<file path="config.mk">
export PLATFORM = sky130hd
export DESIGN_NAME = skip_branch_unit
export DESIGN_NICKNAME = d
export VERILOG_FILES = /design/src/rtl/skip_branch_pkg.sv /design/src/rtl/cond_if.sv /design/src/rtl/skip_branch_unit.sv /design/src/rtl/cond_eval.sv
export SDC_FILE = /design/constraint.sdc
export NUM_CORES = 1
export LEC_CHECK = 0
export ABC_AREA = 0
export BUFFER_PORTS_ARGS = -buffer_cell sky130_fd_sc_hd__buf_2
export CAP_MARGIN = 10
export CORE_AREA = 2 2 83 77
export DETAILED_ROUTE_END_ITERATION = 10
export DIE_AREA = 0 0 85 79
export PLACE_DENSITY_LB_ADDON = 0.25
export SETUP_SLACK_MARGIN = 0.15
export SLEW_MARGIN = 20
export SYNTH_ARGS = -nofsm -noshare
export SYNTH_HDL_FRONTEND = slang
export SYNTH_SLANG_ARGS = --single-unit
</file>
<file path="constraint.sdc">
create_clock -name sys_clk -period 5.3 [get_ports sys_clk]
set_input_delay 0.795 -clock sys_clk [delete_from_list [all_inputs] [get_ports sys_clk]]
set_output_delay 0.795 -clock sys_clk [all_outputs]
set_load 0.1 [all_outputs]
</file>
<file path="src/rtl/skip_branch_pkg.sv">
// Constants and types shared by the conditional skip and branch unit
// How it works
// - Register-bit-set skip advances program counter by 2 or 3, flags untouched.
// - I/O-bit-clear skip advances by 2 or 3, else sequential, no flag change.
// - I/O-bit-set skip advances by 2 or 3 in 2 or 3 cycles.
// - Flag-set branch, equal variant included, loads PC plus k plus 1.
// - Flag-clear branch, not-equal included, loads PC plus k plus 1; fall-through one cycle.
package skip_branch_pkg;

    // ------------------------------------------------------------
    // Widths
    // ------------------------------------------------------------
    localparam int PC_WIDTH  = 16;
    localparam int OFS_WIDTH = 7;

    // ------------------------------------------------------------
    // Operations handled by the unit
    // ------------------------------------------------------------
    typedef enum logic [2:0] {
        skip_if_reg_bit_clear,
        skip_if_reg_bit_set,
        skip_if_io_bit_clear,
        skip_if_io_bit_set,
        branch_on_flag_set,
        branch_on_flag_clear,
        branch_on_equal,
        branch_on_not_equal
    } op_e;

    // ------------------------------------------------------------
    // Distances, cycle counts, flag positions, reset values
    // ------------------------------------------------------------
    localparam logic [1:0] STEP_SEQ       = 2'h1;
    localparam logic [1:0] SKIP_ONE_WORD  = 2'h2;
    localparam logic [1:0] SKIP_TWO_WORD  = 2'h3;
    localparam logic [1:0] CYC_FALL       = 2'h1;
    localparam logic [1:0] CYC_BRANCH     = 2'h2;
    localparam logic [1:0] CYC_SKIP_ONE   = 2'h2;
    localparam logic [1:0] CYC_SKIP_TWO   = 2'h3;
    localparam logic [2:0] ZERO_FLAG_POS  = 3'h1;
    localparam logic [1:0] CNT_RESET      = 2'h0;
    localparam logic [1:0] CYC_RESET      = 2'h0;

endpackage

</file>
<file path="src/rtl/cond_if.sv">
// Carrier between the controller and the condition evaluator
`timescale 1ns/1ps
interface cond_if
    import skip_branch_pkg::*;
#(
    parameter int PC_W = PC_WIDTH,
    parameter int K_W  = OFS_WIDTH
);
    // Operands of the operation on offer
    op_e              op;
    logic [2:0]       bit_sel;
    logic [7:0]       reg_value;
    logic [7:0]       io_value;
    logic [7:0]       flags;
    logic [K_W-1:0]   offset;
    logic [PC_W-1:0]  pc;
    logic             next_two_word;
    // Verdict
    logic             cond_met;
    logic [PC_W-1:0]  target;
    logic [1:0]       cycles;

    modport eval (
        input  op, bit_sel, reg_value, io_value, flags, offset, pc, next_two_word,
        output cond_met, target, cycles
    );
    modport ctrl (
        output op, bit_sel, reg_value, io_value, flags, offset, pc, next_two_word,
        input  cond_met, target, cycles
    );
endinterface

</file>
<file path="src/rtl/skip_branch_unit.sv">
// Conditional skip and relative branch control unit of the core
`timescale 1ns/1ps
module skip_branch_unit
    import skip_branch_pkg::*;
#(
    parameter int PC_W = skip_branch_pkg::PC_WIDTH,
    parameter int K_W  = skip_branch_pkg::OFS_WIDTH
) (
    // Clock and reset
    input  wire logic                      sys_clk,
    input  wire logic                      rst,
    // Operation request from the decoder
    input  wire logic                      req_valid,
    output logic                           req_ready,
    input  wire skip_branch_pkg::op_e      req_op,
    input  wire logic [2:0]                req_bit,
    input  wire logic [K_W-1:0]            req_offset,
    input  wire logic [PC_W-1:0]           req_pc,
    input  wire logic                      req_next_two_word,
    // Operand sources
    input  wire logic [7:0]                reg_value,
    input  wire logic [7:0]                io_value,
    input  wire logic [7:0]                status_flags_register,
    // Outcome to the program counter
    output logic                           done,
    output logic [PC_W-1:0]                pc_next,
    output logic                           taken,
    output logic [1:0]                     cycles_used
);
    import skip_branch_pkg::*;

    // ------------------------------------------------------------
    // Condition evaluation
    // ------------------------------------------------------------
    typedef enum logic {st_idle, st_stall} state_e;

    state_e          state_r;
    logic [1:0]      cnt_r;
    logic            done_r;
    logic            taken_r;
    logic [PC_W-1:0] pc_r;
    logic [1:0]      cyc_r;
    logic            accept;

    cond_if #(.PC_W(PC_W), .K_W(K_W)) cif ();

    assign cif.op            = req_op;
    assign cif.bit_sel       = req_bit;
    assign cif.reg_value     = reg_value;
    assign cif.io_value      = io_value;
    assign cif.flags         = status_flags_register;
    assign cif.offset        = req_offset;
    assign cif.pc            = req_pc;
    assign cif.next_two_word = req_next_two_word;

    cond_eval #(.PC_W(PC_W), .K_W(K_W)) u_eval (
        .c (cif.eval)
    );

    // ------------------------------------------------------------
    // Sequencing
    // ------------------------------------------------------------
    // A new operation is only taken while no stall is running
    assign req_ready = (state_r == st_idle);
    assign accept    = req_valid && req_ready;

    // Stall state: extra cycles of a skip or a taken branch
    always_ff @(posedge sys_clk) begin
        if (rst) begin
            state_r <= st_idle;
            cnt_r   <= CNT_RESET;
        end else begin
            case (state_r)
                st_idle: begin
                    if (accept && (cif.cycles != CYC_FALL)) begin
                        state_r <= st_stall;
                        cnt_r   <= cif.cycles - 2'h2;
                    end
                end
                st_stall: begin
                    if (cnt_r == 2'h0) begin
                        state_r <= st_idle;
                    end else begin
                        cnt_r <= cnt_r - 2'h1;
                    end
                end
                default: begin
                    state_r <= st_idle;
                end
            endcase
        end
    end

    // Outcome is latched at acceptance so the caller may move on
    always_ff @(posedge sys_clk) begin
        if (rst) begin
            pc_r    <= '0;
            taken_r <= 1'b0;
            cyc_r   <= CYC_RESET;
        end else if (accept) begin
            pc_r    <= cif.target;
            taken_r <= cif.cond_met;
            cyc_r   <= cif.cycles;
        end
    end

    // Completion pulse on the last cycle of the operation
    always_ff @(posedge sys_clk) begin
        if (rst) begin
            done_r <= 1'b0;
        end else begin
            done_r <= (accept && (cif.cycles == CYC_FALL)) ||
                      ((state_r == st_stall) && (cnt_r == 2'h0));
        end
    end

    assign done        = done_r;
    assign pc_next     = pc_r;
    assign taken       = taken_r;
    assign cycles_used = cyc_r;

    function automatic logic [PC_W-1:0] sext(input logic [K_W-1:0] k);
        sext = {{(PC_W-K_W){k[K_W-1]}}, k};
    endfunction
endmodule

</file>
<file path="src/rtl/cond_eval.sv">
// Decides skip or branch outcome, new program counter and cycle cost
`timescale 1ns/1ps
module cond_eval
    import skip_branch_pkg::*;
#(
    parameter int PC_W = PC_WIDTH,
    parameter int K_W  = OFS_WIDTH
) (
    // Operands in, verdict out
    cond_if.eval c
);
    import skip_branch_pkg::*;

    logic            tested_bit;
    logic            is_skip;
    logic [PC_W-1:0] k_ext;

    // Sign-extend the relative offset so backward branches wrap correctly
    assign k_ext = {{(PC_W-K_W){c.offset[K_W-1]}}, c.offset};

    // Pick the bit under test and the sense of the test
    always_comb begin
        tested_bit = 1'b0;
        is_skip    = 1'b0;
        c.cond_met = 1'b0;
        case (c.op)
            skip_if_reg_bit_clear: begin
                is_skip    = 1'b1;
                c.cond_met = ~c.reg_value[c.bit_sel];
            end
            skip_if_reg_bit_set: begin
                is_skip    = 1'b1;
                c.cond_met = c.reg_value[c.bit_sel];
            end
            skip_if_io_bit_clear: begin
                is_skip    = 1'b1;
                c.cond_met = ~c.io_value[c.bit_sel];
            end
            skip_if_io_bit_set: begin
                is_skip    = 1'b1;
                c.cond_met = c.io_value[c.bit_sel];
            end
            branch_on_flag_set: begin
                c.cond_met = c.flags[c.bit_sel];
            end
            branch_on_flag_clear: begin
                c.cond_met = ~c.flags[c.bit_sel];
            end
            branch_on_equal: begin
                tested_bit = c.flags[ZERO_FLAG_POS];
                c.cond_met = tested_bit;
            end
            branch_on_not_equal: begin
                tested_bit = c.flags[ZERO_FLAG_POS];
                c.cond_met = ~tested_bit;
            end
            default: begin
                c.cond_met = 1'b0;
            end
        endcase
    end

    // New program counter and cost; the flags are only read, never written
    always_comb begin
        c.target = c.pc + PC_W'(STEP_SEQ);
        c.cycles = CYC_FALL;
        if (c.cond_met && is_skip) begin
            if (c.next_two_word) begin
                c.target = c.pc + PC_W'(SKIP_TWO_WORD);
                c.cycles = CYC_SKIP_TWO;
            end else begin
                c.target = c.pc + PC_W'(SKIP_ONE_WORD);
                c.cycles = CYC_SKIP_ONE;
            end
        end else if (c.cond_met) begin
            c.target = c.pc + k_ext + PC_W'(STEP_SEQ);
            c.cycles = CYC_BRANCH;
        end
    end

endmodule

</file>
==> results of run 1 <==
worst min-delay path: stages (launching register included):
cell                      delay (ns)
sky130_fd_sc_hd__dfxtp_1        0.33
sky130_fd_sc_hd__nand2_1        0.05
sky130_fd_sc_hd__o21ai_0        0.06
worst min-delay path by stage:
stage | from | end | cells past startpoint
final | pc_next[12]$_SDFFE_PP0P_ | pc_next[12]$_SDFFE_PP0P_ | 2
after global routing | pc_next[15]$_SDFFE_PP0P_ | pc_next[15]$_SDFFE_PP0P_ | 1
after CTS | pc_next[12]$_SDFFE_PP0P_ | pc_next[12]$_SDFFE_PP0P_ | 2
after detailed placement | pc_next[12]$_SDFFE_PP0P_ | pc_next[12]$_SDFFE_PP0P_ | 2
after global placement | pc_next[12]$_SDFFE_PP0P_ | pc_next[12]$_SDFFE_PP0P_ | 2
after floorplan | cnt_r[0]$_SDFFE_PP0P_ | cnt_r[0]$_SDFFE_PP0P_ | 2
cells in the final DEF (no fill, tap or decap), types with 3 or more instances in the layout:
cell / instances
sky130_fd_sc_hd__mux2i_1: 5
sky130_fd_sc_hd__and3_1: 4
sky130_fd_sc_hd__a21o_1: 3
sky130_fd_sc_hd__a21oi_1: 15
sky130_fd_sc_hd__buf_2: 77
sky130_fd_sc_hd__inv_1: 14
sky130_fd_sc_hd__or3_1: 5
sky130_fd_sc_hd__dfxtp_1: 22
sky130_fd_sc_hd__a31oi_1: 5
sky130_fd_sc_hd__a211oi_1: 7
sky130_fd_sc_hd__a221oi_1: 3
sky130_fd_sc_hd__o211ai_1: 3
sky130_fd_sc_hd__nor2b_1: 6
sky130_fd_sc_hd__xnor2_1: 22
sky130_fd_sc_hd__nand4_1: 6
sky130_fd_sc_hd__a22o_1: 7
sky130_fd_sc_hd__mux4_2: 5
sky130_fd_sc_hd__o21ai_0: 25
sky130_fd_sc_hd__nand3_1: 8
sky130_fd_sc_hd__nor3_1: 8
sky130_fd_sc_hd__nand2_1: 30
sky130_fd_sc_hd__ha_1: 20
sky130_fd_sc_hd__nand2b_1: 5
sky130_fd_sc_hd__xor2_1: 16
sky130_fd_sc_hd__nor2_1: 36
sky130_fd_sc_hd__clkbuf_8: 4
power by group through the flow:
stage	Combinational, mW	Sequential, mW	Clock, mW
after global routing	0.439	0.196	0.130
after CTS	0.406	0.194	0.123
after detailed placement	0.405	0.198	0
after floorplan	0.190	0.324	0
after global placement	0.402	0.198	0
final	0.408	0.194	0.120
logic make-up (layout without fill, tap and decap cells):
kind of cell,count (synthesis),count (layout)
compound gates,91,91
xor+xnor,39,39
fa+ha+maj,21,21
buf+inv,28,95
flops,22,22
mux,12,12
simple gates,115,115
metal layers:
metal	wire length (um)	track usage, %	up-vias
li1	-	-	1340
met1	3140	28.0	1229
met2	3250	34.8	97
met3	351	2.18	8
met4	84	3.97	0
met5	0	0	-
cell type report:
class | count | area, sq um | area share [%]
clock buffer | 4 | 55.1 | 1.83
inverter | 14 | 52.6 | 1.75
multi-input combinational | 278 | 1980 | 66.0
sequential | 22 | 440 | 14.6
tap | 72 | 90.1 | 3.00
timing repair buffer | 77 | 385 | 12.8
registers in the layout, indices dropped and copies added (netlist names):
name,flops
pc_next,16
cnt_r,2
cycles_used,1
done,1
state_r,1
taken,1
synthesized netlist by cell type, drive strengths merged, types with 5 or more instances:
cell     n  area [sq um]
nor2b    6          37.5
inv     14          52.6
buf      5          31.3
xnor2   23           209
o21ai   25           125
nand4    6          37.5
or3      5          31.3
clkbuf   9          33.8
nand2b   5          31.3
nand3    8          40.0
mux2i    6          72.6
nand2   30           113
mux4     5           113
a21oi   15          75.1
a22o     7          61.3
nor3     8          40.0
nor2    36           135
xor2    16           140
a211oi   7          52.6
a31oi    5          31.3
dfxtp   22           440
ha      20           250
==> impl_summary.txt, run 1 <==
----------------------------------------------------
[Cells and area]
  Area delta synth->final ... 18.8%
  Filler Cell Count ... 581
  Fin area ... 0.00301 sq mm
  Number of antenna repair diodes ... 0
  Layout cells sized above 1 ... 22.8%
  Cell Count, Final, Fillers Out ... 467
  Fin util ... 50.9%
  Total Nets Final ... 474

[Yosys]
  Synth Net Count ... 406
  Post-Syn Area per Cell ... 7.72 sq um
  Sequential element share of the synthesized area ... 17.4%
  Yosys reg bits ... 22
  Most used flip-flop cell after synthesis ... sky130_fd_sc_hd__dfxtp_1
  Portion of netlist area occupied by mux cells ... 7.76%
  Fraction of the mapped netlist area in compound gates ... 24.4%
  Main combinational cell family by area after synthesis ... compound AO/OA/AOI/OAI gates
  Count of flip-flops with a built-in enable after synthesis ... 0
  Synthesized netlist cell count ... 328
  Post-Synth Simple-Gate Area ... 21.4%
  Post-synthesis cell area ... 0.00253 sq mm
  Count of distinct cell types in the synthesized netlist ... 55
  Synthesis Warnings ... 0
  Proportion of synthesized flip-flops having asynchronous set or reset ... 0%
  Synth Area in XOR/XNOR ... 13.8%
  Adder-cell share of the synthesized area ... 10.7%

[Route]
  Antenna Violating Nets Remaining ... 0
  Via density per instance ... 5.73
  Number of detailed-route iterations in the first pass ... 4
  Detailed router's first-iteration violation count ... 126
  Number of DRC violations after detailed routing ... 0
  Total number of vias ... 2674
  Post-DR wirelength/cell ... 14.6 um
  WL final ... 6.83 mm

[GRT]
  Total Routing Usage GR ... 20.4%
  Global-route wire length before repair ... 11.4 mm
  Maximum number of pins on one net before global-route repair ... 26
  Grt ovf ... 0
  Initial antenna violation count ... 0
  Number of global-route vias before repair ... 2495

[Floorplan]
  Initial cell density of the core ... 42.8%
  Die Area ... 0.00672 sq mm
  Number of placed I/O pins ... 78
  Core area ... 0.00591 sq mm
  Number of placement rows ... 27
  Chip Height ... 79 um
  Width of the die ... 85 um

[Clocking]
  Clock Tree Root ... sky130_fd_sc_hd__clkbuf_8
  Number of clock sinks seen by CTS ... 22
  Post-CTS Hold Fix Bufs ... 0
  Post-CTS Repair Setup Buffers ... 0
  TritonCTS clock tree ... built
  Deepest clock path buffer count ... 2
  Number of clock buffers inserted by TritonCTS ... 3
  Count of cells resized by post-cts repair ... 0
  H-Tree Level Count ... 1
  Clock network latency to the later pin of the worst-skew pair ... 0.26 ns
  Clock slew seen by the registers of the worst setup and hold paths ... 0.07 ns

[Pwr]
  Part of the power in combinational logic ... 56.5%
  IR Drop Worst-Case VDD ... 0.185 mV
  Relative contribution of the clock network to total power ... 16.7%
  Internal power contribution ... 0.371 mW
  Sw frac ... 48.7%
  P_leak ... 1.30 nW
  Power consumption ... 0.723 mW
  Switch Pwr ... 0.352 mW
  Proportion of power drawn by flip-flops and latches ... 26.9%
  PD cells ... 240 mW/mm^2

[STA]
  Setup repair after global routing missed its margin ... false
  Pins over their slew limit ... 0
  Setup slack after layout ... 2.05 ns
  Count of final hold-check violations ... 0
  Setup TNS after final layout ... 0 ns
  Worst slew margin ... 32.7%
  Slew @ Worst Pin ... 1.01 ns
  Worst slack on hold paths ... 0.471 ns
  Time the worst path needs with I/O delays and setup ... 3.25 ns
  Peak Freq ... 308 MHz
  Final period util ... 61.3%
  Final setup skew ... 0.00589 ns
  Setup violators final ... 0

[Place]
  Cell count after placement ... 463
  DPL Wire Length ... 5.54 mm
  # port buffers ... 77
  Routability Congestion ... 0.873
  Worst slack at placement ... 1.67 ns
  Total placed instance area ... 0.00294 sq mm

[Critical path]
  Ordered list of cells on the worst path ... buf_2 -> inv_1 -> ha_1 -> inv_1 -> fa_1 -> a211oi_1 -> nor3_1 -> o21ai_0 -> o21bai_1 -> o21ai_0 -> a21oi_1 -> mux2i_1 -> o32ai_1
  Worst setup path endpoint ... pc_next[14]$_SDFFE_PP0P_
  Length in cells of the worst reg-to-reg path ... 4
  Worst setup startpoint ... req_pc[0]
  Worst-path cell with the longest stage delay ... sky130_fd_sc_hd__fa_1
  Buffers & Inverters on Critical Path ... 3
  Endpoint kind of the worst setup timing path ... flop
  Highest fanout seen on the critical path ... 6
  Crit path launch type ... input port
  Data arrival, critical path ... 3.42 ns
  Type of the worst setup path ... input port to flop
  Worst reg2reg path endpoint ... pc_next[12]$_SDFFE_PP0P_
  Worst reg-to-reg setup slack ... 3.24 ns
  Critical path's top delay family ... compound AO/OA/AOI/OAI gates
  Required arrival time at the worst endpoint ... 5.47 ns
  Instance count on the critical path ... 13
  CP peak stage delay ... 0.41 ns
  Worst flop-to-flop path startpoint ... state_r$_SDFF_PP0_

[Run]
  Max-cap violations ... 0

[Min path]
  Path category of the worst min-delay check ... flop to flop

[Outcome]
  Status ... completed

----------------------------------------------------
No activity file was read; power rests on OpenSTA's default activity.
==> run 2: changes to the inputs <==
ABC_AREA = 1   (was 0)
CORE_AREA = 2 2 90 83   (was 2 2 83 77)
DIE_AREA = 0 0 92 85   (was 0 0 85 79)
clock period = 2.7 ns   (was 5.3 ns; I/O delays follow)
==> run 2 against run 1 <==
Effect of this change:
- sequential power up 96%
- wire length grew 23%
- non-clock buffer count up 3
- synthesized area is 19% higher
- total power up 110%
- clock power is 97% higher
- critical endpoint unchanged
- largest power group unchanged
==> impl_summary.txt, run 2 <==
----------------------------------------------------
[Floorplan]
  Number of placed I/O pins ... 78
  Number of placement rows ... 29
  Initial cell density of the core ... 43.5%
  Chip Height ... 85 um
  Width of the die ... 92 um
  Core area ... 0.00689 sq mm
  Die Area ... 0.00782 sq mm

[Min path]
  Path category of the worst min-delay check ... input port to flop
  Worst Hold Path Cells ... 2

[Yosys]
  Adder-cell share of the synthesized area ... 9.00%
  Synthesis Warnings ... 0
  Proportion of synthesized flip-flops having asynchronous set or reset ... 0%
  Portion of netlist area occupied by mux cells ... 0%
  Cell types occupying the most area after synthesis ... sky130_fd_sc_hd__nand2_1 16%, sky130_fd_sc_hd__dfxtp_1 15%, sky130_fd_sc_hd__inv_1 8.5%
  Count of distinct cell types in the synthesized netlist ... 38
  Dominant cell type by area after synthesis ... sky130_fd_sc_hd__nand2_1
  Count of flip-flops with a built-in enable after synthesis ... 0
  Synth Net Count ... 579
  Most used flip-flop cell after synthesis ... sky130_fd_sc_hd__dfxtp_1
  Synth top cells by count ... 130 x sky130_fd_sc_hd__nand2_1, 68 x sky130_fd_sc_hd__inv_1, 48 x sky130_fd_sc_hd__nor2_1
  Area share of the largest cell type after synthesis ... 16.3%
  Synth Area in XOR/XNOR ... 10.8%
  Post-Syn Area per Cell ... 5.99 sq um
  Leading cell type by number of instances after synthesis ... sky130_fd_sc_hd__nand2_1
  Synthesized netlist cell count ... 501
  Main combinational cell family by area after synthesis ... simple AND/OR/NAND/NOR gates
  Yosys reg bits ... 22
  Sequential element share of the synthesized area ... 14.7%
  Post-synthesis cell area ... 0.00300 sq mm
  Post-Synth Simple-Gate Area ... 38.1%
  Fraction of the mapped netlist area in compound gates ... 15.4%

[STA]
  Count of final hold-check violations ... 0
  Peak Freq ... 455 MHz
  Setup repair after global routing missed its margin ... false
  Final period util ... 81.4%
  Worst slew margin ... 66.2%
  Setup violators final ... 0
  Slew @ Worst Pin ... 0.504 ns
  Setup TNS after final layout ... 0 ns
  Time the worst path needs with I/O delays and setup ... 2.20 ns
  Pins over their slew limit ... 0
  Final setup skew ... 0.00548 ns

[Pwr]
  PD cells ... 428 mW/mm^2
  IR Drop Worst-Case VDD ... 0.181 mV
  P_leak ... 1.89 nW

[Cells and area]
  Most common cell after layout, fill and taps aside ... sky130_fd_sc_hd__nand2_1
  Fin area ... 0.00348 sq mm
  Total Nets Final ... 650
  Area delta synth->final ... 16.1%
  Layout cells sized above 1 ... 18.9%
  Number of antenna repair diodes ... 0
  Leading cell types in the layout, fill and taps excluded ... 130 x sky130_fd_sc_hd__nand2_1, 77 x sky130_fd_sc_hd__buf_2, 68 x sky130_fd_sc_hd__inv_1
  Fin util ... 50.5%
  Max FFs per register ... 16

[Clocking]
  Clock network latency to the later pin of the worst-skew pair ... 0.26 ns
  Number of clock sinks seen by CTS ... 22
  Clock slew seen by the registers of the worst setup and hold paths ... 0.08 ns
  Post-CTS Repair Setup Buffers ... 0
  H-Tree Level Count ... 1
  TritonCTS clock tree ... built
  Clock Tree Root ... sky130_fd_sc_hd__clkbuf_8
  Number of clock buffers inserted by TritonCTS ... 3
  Count of cells resized by post-cts repair ... 0
  Post-CTS Hold Fix Bufs ... 0
  Deepest clock path buffer count ... 2

[GRT]
  Global-route wire length before repair ... 14.2 mm
  Grt ovf ... 0
  Maximum number of pins on one net before global-route repair ... 25
  Initial antenna violation count ... 0
  Total Routing Usage GR ... 21.7%
  Number of global-route vias before repair ... 3036

[Route]
  WL met1 ... 4.27 mm
  Detailed router's first-iteration violation count ... 155
  Antenna Violating Nets Remaining ... 0
  Top routing layer used ... met4
  Met2 wirelength from detailed routing ... 3.67 mm
  Post-DR wirelength/cell ... 12.7 um
  Number of DRC violations after detailed routing ... 0
  WL final ... 8.42 mm
  Number of detailed-route iterations in the first pass ... 5
  Length of routed met3 wiring ... 453 um
  Via density per instance ... 5.04
  Total number of vias ... 3348

[Place]
  DPL Wire Length ... 6.98 mm
  Total placed instance area ... 0.00343 sq mm
  Routability Congestion ... 0.858
  # port buffers ... 77

[Critical path]
  Endpoint kind of the worst setup timing path ... flop
  Highest fanout seen on the critical path ... 5
  Length in cells of the worst reg-to-reg path ... 7
  Required arrival time at the worst endpoint ... 2.91 ns
  Worst reg2reg path endpoint ... pc_next[12]$_SDFFE_PP0P_
  Data arrival, critical path ... 2.40 ns
  Crit path launch type ... input port
  Type of the worst setup path ... input port to flop
  Worst reg-to-reg setup slack ... 1.07 ns
  Worst flop-to-flop path startpoint ... state_r$_SDFF_PP0_
  Worst setup startpoint ... req_pc[0]
  Worst setup path endpoint ... pc_next[14]$_SDFFE_PP0P_

[Outcome]
  Status ... completed

[Run]
  Max-cap violations ... 0

----------------------------------------------------
-- run 2: layout make-up --
class                      instances  area [sq um]
clock buffer                       4          55.1
timing repair buffer              80           408
multi-input combinational        394          2200
fill                             768          3410
sequential                        22           440
inverter                          71           267
tap                               93           116
-- run 2: kinds of logic (layout without fill, tap and decap cells) --
group,after synthesis,count (layout)
AO/OA/AOI/OAI,85,85
flip-flops,22,22
AND/OR/NAND/NOR,251,251
buffers and inverters,85,155
adder cells (fa/ha/maj),21,21
XOR/XNOR,37,37
-- run 2: where the power goes --
group          leakage (nW)  switching, mW  internal, mW
Sequential            0.182         0.0190         0.361
Clock                0.0288          0.107         0.130
Combinational          1.68          0.638         0.237
-- run 2: worst min-delay path by stage --
stage | startpoint | to | slack, ns
floorplan | state_r$_SDFF_PP0_ | done$_SDFF_PP0_ | 0.46
global placement | taken$_SDFFE_PP0P_ | taken$_SDFFE_PP0P_ | 0.46
detailed placement | state_r$_SDFF_PP0_ | done$_SDFF_PP0_ | 0.47
CTS | rst | done$_SDFF_PP0_ | 0.43
global route | rst | taken$_SDFFE_PP0P_ | 0.45
finish | rst | done$_SDFF_PP0_ | 0.44
-- run 2: critical path, cell delays in order --
cell and delay (ns):
sky130_fd_sc_hd__buf_2 0.13, sky130_fd_sc_hd__inv_1 0.12, sky130_fd_sc_hd__ha_1 0.16, sky130_fd_sc_hd__inv_1 0.06, sky130_fd_sc_hd__fa_1 0.42, sky130_fd_sc_hd__nand2_1 0.09, sky130_fd_sc_hd__nand2_1 0.05, sky130_fd_sc_hd__o21ai_0 0.15
sky130_fd_sc_hd__o21ai_0 0.20, sky130_fd_sc_hd__nand3_1 0.11, sky130_fd_sc_hd__nand2_1 0.06, sky130_fd_sc_hd__xor2_1 0.13, sky130_fd_sc_hd__nand2_1 0.07, sky130_fd_sc_hd__nand2_1 0.06, sky130_fd_sc_hd__nand2_1 0.06, sky130_fd_sc_hd__a21oi_2 0.12
-- run 2: through the flow --
| step | worst slack (ns) | power, mW | hold WS [ns] | cells |
|---|---|---|---|---|
| final | 0.502 | 1.49 | 0.436 | 664 |
| after global routing | 0.215 | 1.59 | 0.453 | 664 |
| after CTS | 0.517 | 1.49 | 0.430 | 664 |
| after detailed placement | 0.244 | 1.26 | 0.472 | 660 |
| after global placement | 0.325 | 1.24 | 0.460 | 660 |
| after floorplan | 0.599 | 1.06 | 0.457 | 501 |
-- run 2: routing by layer --
layer	vias to the layer above	global-route usage, %
met1	1493	32.8
met2	100	35.2
met5	-	0
li1	1752	-
met4	0	2.04
met3	3	1.51
